`config.mk`:
```
export PLATFORM = sky130hd
export DESIGN_NAME = power_mode_transition_ctrl
export DESIGN_NICKNAME = d
export VERILOG_FILES = /design/src/pkg/power_mode_pkg.sv /design/src/rtl/power_mode_transition_ctrl.sv /design/src/rtl/pin_fall_detect.sv
export VERILOG_INCLUDE_DIRS = /design/src /design/src/pkg
export SDC_FILE = /design/constraint.sdc
export NUM_CORES = 1
export LEC_CHECK = 0
export ABC_AREA = 1
export BUFFER_PORTS_ARGS = -buffer_cell sky130_fd_sc_hd__buf_4
export CORE_MARGIN = 2
export CORE_UTILIZATION = 45
export DETAILED_ROUTE_END_ITERATION = 8
export HOLD_SLACK_MARGIN = 0.15
export PLACE_DENSITY = 0.7
export SYNTH_ARGS = -nofsm -noshare
export SYNTH_HDL_FRONTEND = slang
export SYNTH_SLANG_ARGS = --single-unit
export TNS_END_PERCENT = 30
```
`constraint.sdc`:
```
create_clock -name aclk -period 3.94 [get_ports aclk]
set_input_delay 0.591 -clock aclk [delete_from_list [all_inputs] [get_ports aclk]]
set_output_delay 0.591 -clock aclk [all_outputs]
set_load 0.03 [all_outputs]
```
`src/pkg/power_mode_regs.svh`:
```
// register offsets, field positions and reset values of the power-mode block
`ifndef POWER_MODE_REGS_SVH
`define POWER_MODE_REGS_SVH
`define OFS_IRQ_ENABLE 8'h00
`define OFS_SYS_CTRL_TWO 8'h04
`define OFS_STANDBY_ONE 8'h08
`define OFS_STANDBY_TWO 8'h0c
`define OFS_IRQ_STATUS 8'h10
`define OFS_IRQ_MASK 8'h14
`define OFS_MODE_STATUS 8'h18
`define IEN_DT_BIT 7
`define IEN_WP_BIT 5
`define IEN_RSV_ONE_BIT 4
`define IEN_EXT_IRQ_PIN_THREE_BIT 3
`define IEN_EXT_IRQ_PIN_ZERO_BIT 0
`define IEN_WRITABLE 8'ha9
`define IEN_FIXED_ONES 8'h10
`define IEN_RESET 8'h00
`define SC2_FREQ_LSB 0
`define SC2_DIRECT_TRANSITION_ON_BIT 3
`define SC2_RESET 4'h0
`define STANDBY_RESET 8'h00
`define FLAG_EXT_IRQ_PIN_ZERO 0
`define FLAG_EXT_IRQ_PIN_THREE 1
`define FLAG_WAKEUP 2
`define FLAG_DT 3
`define FLAG_RESET 4'h0
`define MASK_RESET 4'h0
`define AXI_RESP_OKAY 2'b00
`define AXI_RESP_SLVERR 2'b10
`endif

```
`src/pkg/power_mode_pkg.sv`:
```
// types shared by the power-mode block
package power_mode_pkg;
    typedef enum logic [1:0] {
        MODE_ACTIVE,
        MODE_DIRECT,
        MODE_SLEEP,
        MODE_SLEEP_LOCKED
    } power_mode_t;

    // interrupt requests handed to the cpu
    typedef struct packed {
        logic direct_transition;
        logic wakeup;
        logic ext_pin_three;
        logic ext_pin_zero;
    } irq_req_t;
endpackage

```
`src/rtl/power_mode_transition_ctrl.sv`:
```
// power-mode control with interrupt enables, behind an axi4-lite slave
//
// The address map and register access over AXI4-Lite were left to the implementer.
`include "power_mode_regs.svh"
module power_mode_transition_ctrl #(
    parameter int ADDR_W = 8,
    parameter int FREQ_W = 3
) (
    input wire logic aclk, // system clock
    input wire logic aresetn, // synchronous reset, active low
    input wire logic [ADDR_W-1:0] s_axi_awaddr, // write address
    input wire logic s_axi_awvalid, // write address valid
    output logic s_axi_awready, // write address ready
    input wire logic [31:0] s_axi_wdata, // write data
    input wire logic [3:0] s_axi_wstrb, // write byte strobes
    input wire logic s_axi_wvalid, // write data valid
    output logic s_axi_wready, // write data ready
    output logic [1:0] s_axi_bresp, // write response
    output logic s_axi_bvalid, // write response valid
    input wire logic s_axi_bready, // write response ready
    input wire logic [ADDR_W-1:0] s_axi_araddr, // read address
    input wire logic s_axi_arvalid, // read address valid
    output logic s_axi_arready, // read address ready
    output logic [31:0] s_axi_rdata, // read data
    output logic [1:0] s_axi_rresp, // read response
    output logic s_axi_rvalid, // read data valid
    input wire logic s_axi_rready, // read data ready
    input wire logic sleep_exec, // cpu executed sleep, one-cycle pulse
    input wire logic cpu_irq_mask, // cpu interrupt mask bit
    input wire logic [5:0] wakeup_pins_n, // wakeup pins, active low
    input wire logic ext_irq_pin_three_n, // external pin three, active low
    input wire logic ext_irq_pin_zero_n, // external pin zero, active low
    output power_mode_pkg::irq_req_t irq_req, // requests to the cpu
    output power_mode_pkg::power_mode_t power_mode, // current mode
    output logic cpu_clk_run, // cpu clock runs when high
    output logic [FREQ_W-1:0] active_freq, // applied frequency select
    output logic [15:0] periph_clk_run, // per-peripheral clock runs
    output logic irq // level interrupt to software
);
    import power_mode_pkg::*;

    logic [7:0] ien_q;
    logic [FREQ_W:0] sc2_q;
    logic [7:0] stby1_q;
    logic [7:0] stby2_q;
    logic [3:0] flag_q;
    logic [3:0] mask_q;
    logic [3:0] hold_q;
    logic [3:0] req_en;
    logic [3:0] req_vec;
    logic [3:0] evt;
    logic [7:0] fall;
    logic aw_full_q;
    logic w_full_q;
    logic [ADDR_W-1:0] aw_addr_q;
    logic [31:0] w_data_q;
    logic [3:0] w_strb_q;
    logic wr_go;
    logic wr_hit;
    logic wr_en;
    logic [7:0] wbyte;
    logic [31:0] rd_word;
    logic rd_hit;
    logic sleep_go;
    logic direct_ok;

    // register decode, shared by the read and write paths
    function automatic logic mapped(input logic [ADDR_W-1:0] a);
        case (a)
            `OFS_IRQ_ENABLE, `OFS_SYS_CTRL_TWO, `OFS_STANDBY_ONE,
            `OFS_STANDBY_TWO, `OFS_IRQ_STATUS, `OFS_IRQ_MASK,
            `OFS_MODE_STATUS: mapped = 1'b1;
            default: mapped = 1'b0;
        endcase
    endfunction

    // pin synchronisers and falling-edge detection
    pin_fall_detect #(
        .WIDTH(8)
    ) u_pins (
        .aclk(aclk),
        .aresetn(aresetn),
        .pins_n({ext_irq_pin_zero_n, ext_irq_pin_three_n, wakeup_pins_n}),
        .fall(fall)
    );

    // axi4-lite write channel
    // address and data are caught independently, in either order
    always_ff @(posedge aclk) begin
        if (!aresetn) begin
            aw_full_q <= 1'b0;
            aw_addr_q <= '0;
        end else if (s_axi_awvalid && s_axi_awready) begin
            aw_full_q <= 1'b1;
            aw_addr_q <= s_axi_awaddr;
        end else if (wr_go) begin
            aw_full_q <= 1'b0;
        end
    end

    always_ff @(posedge aclk) begin
        if (!aresetn) begin
            w_full_q <= 1'b0;
            w_data_q <= '0;
            w_strb_q <= '0;
        end else if (s_axi_wvalid && s_axi_wready) begin
            w_full_q <= 1'b1;
            w_data_q <= s_axi_wdata;
            w_strb_q <= s_axi_wstrb;
        end else if (wr_go) begin
            w_full_q <= 1'b0;
        end
    end

    assign wr_go = aw_full_q && w_full_q && !s_axi_bvalid;
    assign wr_hit = mapped(aw_addr_q);
    // registers are at most one byte wide, so only lane zero writes them
    assign wr_en = wr_go && wr_hit && w_strb_q[0];
    assign wbyte = w_data_q[7:0];

    // readies stay low while a word waits, which back-pressures the master
    always_ff @(posedge aclk) begin
        if (!aresetn) begin
            s_axi_awready <= 1'b0;
            s_axi_wready <= 1'b0;
        end else begin
            s_axi_awready <= !aw_full_q && !s_axi_awready &&
                !(s_axi_awvalid && s_axi_awready);
            s_axi_wready <= !w_full_q && !s_axi_wready &&
                !(s_axi_wvalid && s_axi_wready);
        end
    end

    // response once both halves are in
    always_ff @(posedge aclk) begin
        if (!aresetn) begin
            s_axi_bvalid <= 1'b0;
            s_axi_bresp <= `AXI_RESP_OKAY;
        end else if (wr_go) begin
            s_axi_bvalid <= 1'b1;
            s_axi_bresp <= wr_hit ? `AXI_RESP_OKAY : `AXI_RESP_SLVERR;
        end else if (s_axi_bready) begin
            s_axi_bvalid <= 1'b0;
        end
    end

    // axi4-lite read channel
    always_comb begin
        rd_word = 32'h0000_0000;
        case (s_axi_araddr)
            `OFS_IRQ_ENABLE: rd_word[7:0] = ien_q | `IEN_FIXED_ONES;
            `OFS_SYS_CTRL_TWO: rd_word[FREQ_W:0] = sc2_q;
            `OFS_STANDBY_ONE: rd_word[7:0] = stby1_q;
            `OFS_STANDBY_TWO: rd_word[7:0] = stby2_q;
            `OFS_IRQ_STATUS: rd_word[3:0] = flag_q;
            `OFS_IRQ_MASK: rd_word[3:0] = mask_q;
            `OFS_MODE_STATUS: rd_word[FREQ_W+1:0] = {active_freq, power_mode};
            default: rd_word = 32'h0000_0000;
        endcase
    end
    assign rd_hit = mapped(s_axi_araddr);

    // one read at a time; arready pulses for the accepting edge
    always_ff @(posedge aclk) begin
        if (!aresetn) begin
            s_axi_arready <= 1'b0;
            s_axi_rvalid <= 1'b0;
            s_axi_rdata <= '0;
            s_axi_rresp <= `AXI_RESP_OKAY;
        end else if (s_axi_arvalid && s_axi_arready) begin
            s_axi_arready <= 1'b0;
            s_axi_rvalid <= 1'b1;
            s_axi_rdata <= rd_word;
            s_axi_rresp <= rd_hit ? `AXI_RESP_OKAY : `AXI_RESP_SLVERR;
        end else begin
            if (s_axi_rvalid && s_axi_rready) begin
                s_axi_rvalid <= 1'b0;
            end
            s_axi_arready <= s_axi_arvalid && !s_axi_rvalid &&
                !s_axi_arready;
        end
    end

    // control registers
    // only the four enable bits are storage; the rest read fixed
    always_ff @(posedge aclk) begin
        if (!aresetn) begin
            ien_q <= `IEN_RESET;
        end else if (wr_en && aw_addr_q == `OFS_IRQ_ENABLE) begin
            ien_q <= wbyte & `IEN_WRITABLE;
        end
    end

    // frequency select is stored here but applied only on sleep
    always_ff @(posedge aclk) begin
        if (!aresetn) begin
            sc2_q <= `SC2_RESET;
        end else if (wr_en && aw_addr_q == `OFS_SYS_CTRL_TWO) begin
            sc2_q <= wbyte[FREQ_W:0];
        end
    end

    always_ff @(posedge aclk) begin
        if (!aresetn) begin
            stby1_q <= `STANDBY_RESET;
            stby2_q <= `STANDBY_RESET;
        end else if (wr_en && aw_addr_q == `OFS_STANDBY_ONE) begin
            stby1_q <= wbyte;
        end else if (wr_en && aw_addr_q == `OFS_STANDBY_TWO) begin
            stby2_q <= wbyte;
        end
    end

    always_ff @(posedge aclk) begin
        if (!aresetn) begin
            mask_q <= `MASK_RESET;
        end else if (wr_en && aw_addr_q == `OFS_IRQ_MASK) begin
            mask_q <= wbyte[3:0];
        end
    end

    // interrupt sources
    assign evt[`FLAG_EXT_IRQ_PIN_ZERO] = fall[7];
    assign evt[`FLAG_EXT_IRQ_PIN_THREE] = fall[6];
    assign evt[`FLAG_WAKEUP] = |fall[5:0];
    assign evt[`FLAG_DT] = power_mode == MODE_DIRECT;

    // sticky flags: a new event wins over a one written to clear it
    always_ff @(posedge aclk) begin
        if (!aresetn) begin
            flag_q <= `FLAG_RESET;
        end else if (wr_en && aw_addr_q == `OFS_IRQ_STATUS) begin
            flag_q <= (flag_q & ~wbyte[3:0]) | evt;
        end else begin
            flag_q <= flag_q | evt;
        end
    end

    assign req_en[`FLAG_DT] = ien_q[`IEN_DT_BIT];
    assign req_en[`FLAG_WAKEUP] = ien_q[`IEN_WP_BIT];
    assign req_en[`FLAG_EXT_IRQ_PIN_THREE] = ien_q[`IEN_EXT_IRQ_PIN_THREE_BIT];
    assign req_en[`FLAG_EXT_IRQ_PIN_ZERO] = ien_q[`IEN_EXT_IRQ_PIN_ZERO_BIT];

    // an enable cleared while unmasked and a request pending keeps the
    // request alive until its flag goes; software is expected to mask
    // first, this only guards the unmasked case
    always_ff @(posedge aclk) begin
        if (!aresetn) begin
            hold_q <= '0;
        end else if (wr_en && aw_addr_q == `OFS_IRQ_ENABLE &&
                     !cpu_irq_mask) begin
            hold_q <= (hold_q | (req_en & (flag_q | evt))) & flag_q;
        end else begin
            hold_q <= hold_q & flag_q;
        end
    end

    assign req_vec = flag_q & (req_en | hold_q);

    always_ff @(posedge aclk) begin
        if (!aresetn) begin
            irq_req <= '0;
        end else begin
            irq_req.direct_transition <= req_vec[`FLAG_DT];
            irq_req.wakeup <= req_vec[`FLAG_WAKEUP];
            irq_req.ext_pin_three <= req_vec[`FLAG_EXT_IRQ_PIN_THREE];
            irq_req.ext_pin_zero <= req_vec[`FLAG_EXT_IRQ_PIN_ZERO];
        end
    end

    // software interrupt: any flag whose mask bit is set
    always_ff @(posedge aclk) begin
        if (!aresetn) begin
            irq <= 1'b0;
        end else begin
            irq <= |(flag_q & mask_q);
        end
    end

    // mode sequencing
    assign sleep_go = sleep_exec && power_mode == MODE_ACTIVE;
    // direct transition only with its enable set and the cpu unmasked
    assign direct_ok = sc2_q[`SC2_DIRECT_TRANSITION_ON_BIT] && ien_q[`IEN_DT_BIT] &&
        !cpu_irq_mask;

    always_ff @(posedge aclk) begin
        if (!aresetn) begin
            power_mode <= MODE_ACTIVE;
        end else begin
            unique case (power_mode)
                MODE_ACTIVE: begin
                    if (sleep_go && direct_ok) begin
                        power_mode <= MODE_DIRECT;
                    end else if (sleep_go && sc2_q[`SC2_DIRECT_TRANSITION_ON_BIT] &&
                                 cpu_irq_mask) begin
                        power_mode <= MODE_SLEEP_LOCKED;
                    end else if (sleep_go) begin
                        power_mode <= MODE_SLEEP;
                    end
                end
                // one cycle to switch rate, then back to active
                MODE_DIRECT: power_mode <= MODE_ACTIVE;
                MODE_SLEEP: begin
                    if (|req_vec) begin
                        power_mode <= MODE_ACTIVE;
                    end
                end
                // only reset leaves this state
                MODE_SLEEP_LOCKED: power_mode <= MODE_SLEEP_LOCKED;
            endcase
        end
    end

    // selected rate reaches the clock tree only at a sleep instruction
    always_ff @(posedge aclk) begin
        if (!aresetn) begin
            active_freq <= '0;
        end else if (sleep_go) begin
            active_freq <= sc2_q[`SC2_FREQ_LSB +: FREQ_W];
        end
    end

    always_ff @(posedge aclk) begin
        if (!aresetn) begin
            cpu_clk_run <= 1'b1;
        end else begin
            cpu_clk_run <= !(power_mode == MODE_SLEEP ||
                power_mode == MODE_SLEEP_LOCKED) || (|req_vec &&
                power_mode == MODE_SLEEP);
        end
    end

    // per-peripheral clock gating, one cycle behind the register
    always_ff @(posedge aclk) begin
        if (!aresetn) begin
            periph_clk_run <= '1;
        end else begin
            periph_clk_run <= ~{stby2_q, stby1_q};
        end
    end
endmodule

```
`src/rtl/pin_fall_detect.sv`:
```
// synchronises active-low pins and pulses on each falling edge
module pin_fall_detect #(
    parameter int WIDTH = 8
) (
    input wire logic aclk, // system clock
    input wire logic aresetn, // synchronous reset, active low
    input wire logic [WIDTH-1:0] pins_n, // asynchronous active-low pins
    output logic [WIDTH-1:0] fall // one-cycle pulse per falling edge
);
    logic [WIDTH-1:0] meta_q;
    logic [WIDTH-1:0] sync_q;
    logic [WIDTH-1:0] last_q;

    // two-stage synchroniser; idle pins rest high, so reset to ones
    always_ff @(posedge aclk) begin
        if (!aresetn) begin
            meta_q <= '1;
            sync_q <= '1;
            last_q <= '1;
        end else begin
            meta_q <= pins_n;
            sync_q <= meta_q;
            last_q <= sync_q;
        end
    end

    // edge pulse is registered so it never glitches
    always_ff @(posedge aclk) begin
        if (!aresetn) begin
            fall <= '0;
        end else begin
            fall <= last_q & ~sync_q;
        end
    end
endmodule

```
# Yosys cells after proc, flatten, opt, wreduce, memory -nomap -nowiden

Index checks and enable logic that the tools add are counted.

Multiplexer cells: 21
Equality and inequality tests: 17
Bitwise logic cells: 16
Reductions and logical operators: 56

Operators by type and width:

| kind                 | number |
|---|---|
| $eq A8 B5 Y1 const B | 6 |
| $eq A8 B4 Y1 const B | 4 |
| $logic_and A1 B1 Y1  | 28 |
| $pmux W4 S7          | 1 |
| $and A4 B4 Y4        | 6 |
| $eq A8 B3 Y1 const B | 2 |
| $logic_not A8 Y1     | 2 |
| $not A16 Y16         | 1 |
| $or A4 B4 Y4         | 4 |
| $reduce_or A7 Y1     | 2 |
| $mux W2              | 6 |
| $logic_not A1 Y1     | 11 |
| $mux W1              | 9 |
| $pmux W3 S3          | 1 |
| $and A8 B8 Y8        | 1 |
| $mux W4              | 2 |
| $not A8 Y8           | 1 |
| $pmux W2 S4          | 1 |
| $reduce_bool A2 Y1   | 4 |
| $reduce_or A4 Y1     | 2 |
| $reduce_or A6 Y1     | 1 |
| $eq A2 B2 Y1 const B | 2 |
| $ne A4 B2 Y1 const B | 1 |
| $not A4 Y4           | 1 |
| 8 further kinds      | 11 |

Word-level logic and storage cells: 143
Bits in registers: 131
Input port bits: 69
Output and inout bits: 68

# Depth between registers and ports, before layout

Depth after elaboration: 8
Mapped depth: 11
Mapped depth without buffers: 11

# Hierarchy

A second synthesis with hierarchy kept.

Cell total of the unflattened synthesis: 671
Area total of the unflattened synthesis: 5064.9 µm²

By module, submodules not included:

| module                     | area each (µm²) | cells an instance | seq. area each (µm²) | times used |
|---|---|---|---|---|
| power_mode_transition_ctrl | 4127.7          | 573               | 1941.9               | 1 |
| pin_fall_detect            | 937.1           | 98                | 640.6                | 1 |

# Worst setup path before layout

Ideal clock, no wire load.

Path type: input-to-reg
Start: input port s_axi_araddr[7]
End: register s_axi_rdata[5]
Data required time: 3.870 ns
Buffers on the path: 1
Library setup time: 0.070 ns
Path slack: 2.352 ns
Stages on the path: 8
Arrival time: 1.517 ns
Path through: nor2_1 nand3_1 inv_1 buf_4 nand2_1 o21ai_0 o21ai_0 a21oi_1

Cells in the longest elaborated chain, start to end: 2
Elaborated cells on any way between the ends: 4
Those cells by class: eq/ne (2); mux (1); reduce/logical (1)

RTL lines:

| what                                             | RTL line                          | source |
|---|---|---|
| start: declaration                               | power_mode_transition_ctrl.sv:21  | `input wire logic [ADDR_W-1:0] s_axi_araddr,` |
| $eq A8 B4 Y1 or $logic_not A8 Y1 (tied branches) | power_mode_transition_ctrl.sv:150 | `case (s_axi_araddr)` |
| $pmux W3 S3 (*)                                  | power_mode_transition_ctrl.sv:150 |  |
| end signal: assignment                           | power_mode_transition_ctrl.sv:173 | `s_axi_rdata <= rd_word;` |
| end: declaration                                 | power_mode_transition_ctrl.sv:24  | `output logic [31:0] s_axi_rdata,` |

Every way passes the cells marked *; elsewhere a longest branch is shown, timed or not.
A chain may end at the register's enable or synchronous reset.

# Final worst setup path

Start: register power_mode[1]
End: output port power_mode[1]

RTL lines:

| what                     | RTL line                          | source |
|---|---|---|
| start: declaration       | power_mode_transition_ctrl.sv:34  | `output power_mode_pkg::power_mode_t power_mode,` |
| start signal: assignment | power_mode_transition_ctrl.sv:288 | `power_mode <= MODE_ACTIVE;` |
| start signal: assignment | power_mode_transition_ctrl.sv:293 | `power_mode <= MODE_DIRECT;` |
| start signal: assignment | power_mode_transition_ctrl.sv:296 | `power_mode <= MODE_SLEEP_LOCKED;` |

No word-level cell between the ends.

==> reports/metrics.cfg <==
[placed_design]
io_buffers = 83
place_hpwl_um = 7860
gp_congestion = 0.841
place_area_um2 = 5660
dpl.cell_count = 859

[worst_setup_path]
r2r_setup_slack_ns = 2.23
max_stage_delay_ns = 0.48
crit_chain = buf_4
crit_family = flip-flops
rr_worst_depth = 10
path_class = register to output pin
crit_slowest_cell = dfxtp_1
crit_path_start_kind = register
worstReg2RegEnd = stby2_q[3]
cp.arrival_ns = 1.21
cp_max_fo = 7
worstReg2RegStart = aw_addr_q[0]
worst-path-buf-inv = 1
worstPathRequired_ns = 3.35
end_kind = output pin

[global_routing]
grt_max_degree = 67
grt_pass1_vias = 3749
grt_pass1_wl_um = 17600
grt_overflow_total = 0
track_usage_pct = 19.1
antenna_found_initial = 0

[routing]
drc = 0
ant_nets = 0
dr.first_iter.drc_count = 259
drt-wirelength-per-cell_um = 12.1
drt-total-wl_um = 10800
first_pass_iters = 5
num_vias = 4228
viasPerCell = 4.75

[floorplan]
die_area_um2 = 12100
start_util_pct = 46.3
ios = 137
die_h_um = 110
core_um2 = 10900
die_w_um = 110
num_rows = 38

[sta]
slew_viol_final = 0
rsz0062_at_grt = false
slew-limit-headroom_pct = 44.2
hold_viol = 0
tightest_slew_ns = 0.833
setup_violations = 0
post-route-period-util_pct = 45.7
min_period_ns = 1.80
fin_skew_ns = 0.00551
fin_tns_setup_ns = 0
max_freq_ghz = 0.556

[power_and_ir_drop]
powerDensity_nw_per_um2 = 504
leakage_uw = 0.00294
peakVddDrop_v = 0.000305

[yosys]
synth_largest_area_cell = dfxtp_1
avgSynthCellArea_um2 = 7.70
synthTopCellsByCount = 129 x dfxtp_1, 115 x nor2_1, 111 x nand2_1
ys_async_sr_fraction_pct = 0
ys_types = 33
yosys-top-cells-area = dfxtp_1 51%, nor2_1 8.6%, nand2_1 8.3%
ys_ff_latch = 129
synth_top_area_share_pct = 51.2
synth_edf_count = 0
synth_most_common_cell = dfxtp_1
yosys_most_used_dff = dfxtp_1
synth_area_um2 = 5040
syn-instance-count = 655
ys_seq_area_share_pct = 51.2
ys_warn_count = 0

[clock_tree]
post-cts-setup-buffer-count = 0
clk_path_buf_depth = 2
numCtsBuffers = 17
clk_latency_ns = 0.51
clockRootBuffer = clkbuf_8
cts_hold_buf = 0
ctsResizeCount = 0
htree_num_levels = 4
cts.reportedPaths.clkPinSlew_ns = 0.06
cts_sinks = 129
cts_tree = built

[cells_and_area]
final_nets = 807
fin_cells = 891
fin_area_um2 = 6260
area_growth_pct = 24.1
drive_above_1_share_pct = 20.8
antennaDiodeCount = 0

[worst_hold_path]
holdCritPathClass = input port to register
hold_end = u_pins.meta_q[2]
hold-path-cell-count = 2
min_from = wakeup_pins_n[2]

[status]
status = finished clean

[flow_run]
maxCapViolCount = 0

## worst max path at each step
| stage | start | endpoint | slack [ns] | cells after the start |
|---|---|---|---|---|
| 6_report | power_mode[1] | power_mode[1] | 2.14 | 1 |
| 5_1_grt | aresetn | mask_q[0] | 2.00 | 5 |
| 4_1_cts | power_mode[1] | power_mode[1] | 2.12 | 1 |
| 3_5_place_dp | aresetn | power_mode[1] | 1.66 | 4 |
| 3_3_place_gp | aresetn | power_mode[1] | 1.71 | 4 |
| 2_1_floorplan | s_axi_araddr[7] | s_axi_rdata[5] | 2.35 | 8 |
## power breakdown
group          switching, µW  internal, µW
logic                    143          75.9
registers               31.7          1340
clock network            618           945
## stage by stage
| step | setup slack [ns] | utilization (%) | total power [µW] | hold WS [ns] |
|---|---|---|---|---|
| floorplan | 2.35 | - | 1570 | 0.358 |
| global placement | 1.71 | 52.0 | 1620 | 0.365 |
| detailed placement | 1.66 | 52.0 | 1620 | 0.372 |
| CTS | 2.12 | 57.5 | 3180 | 0.238 |
| global route | 2.00 | 57.5 | 3270 | 0.239 |
| finish | 2.14 | 57.5 | 3160 | 0.258 |
## cells in the final DEF, fill, tap and decap left out, types with 3 or more instances in the layout
| master | Yosys | layout |
|---|---|---|
| a21oi_1 | 30 | 30 |
| a31oi_1 | 5 | 5 |
| buf_4 | 27 | 84 |
| clkbuf_16 | 0 | 16 |
| conb_1 | 1 | 26 |
| dfxtp_1 | 129 | 129 |
| inv_1 | 74 | 74 |
| inv_6 | 0 | 7 |
| inv_8 | 0 | 3 |
| nand2_1 | 111 | 111 |
| nand3_1 | 30 | 30 |
| nand4_2 | 3 | 3 |
| nor2_1 | 115 | 115 |
| nor2_2 | 4 | 4 |
| nor3_1 | 14 | 14 |
| o21ai_0 | 41 | 41 |
| o21bai_1 | 8 | 8 |
| o22ai_1 | 3 | 3 |
| or2_2 | 24 | 24 |
## state kept, by name, summed over array words and instances (netlist names), 8 cells and up
name and cells:
w_data_q 8, s_axi_rdata 8, aw_addr_q 8, u_pins.meta_q 8
u_pins.last_q 8, periph_clk_run 16, u_pins.sync_q 8, stby2_q 8
stby1_q 8, u_pins.fall 8
## layout make-up
cell class                      instances  area, µm²
Fill cell                            1035       4630
Sequential cell                       129       2580
Multi-Input combinational cell        430       1990
Timing Repair Buffer                   84        631
Clock buffer                           19        432
Inverter                               76        285
Tap cell                              140        175
Clock inverter                         13        164
## kinds of logic (layout without fill, tap and decap cells)
family | count (synthesis) | after routing | synth area share, %
AOI/OAI and AO/OA | 92 | 92 | 9.98
buffers and inverters | 121 | 192 | 11.2
and+or+nand+nor | 312 | 312 | 27.5
DFF | 129 | 129 | 51.2
other | 1 | 26 | 0.0744
## worst reg2reg max path: cells and delay by family, from the launching register on
family        cells  cell delay, ns
simple gates     10            1.29
flops             1            0.33
## layer usage
metal / track usage [%] / share of wire [%] / vias up
met3: 5.22 / 6.7 / 12
met4: 7.23 / 1.1 / 0
li1: - / - / 2181
met5: 0 / 0 / -
met2: 30.6 / 45 / 134
met1: 24.4 / 47 / 1901
(Power assumes the default switching activity.)
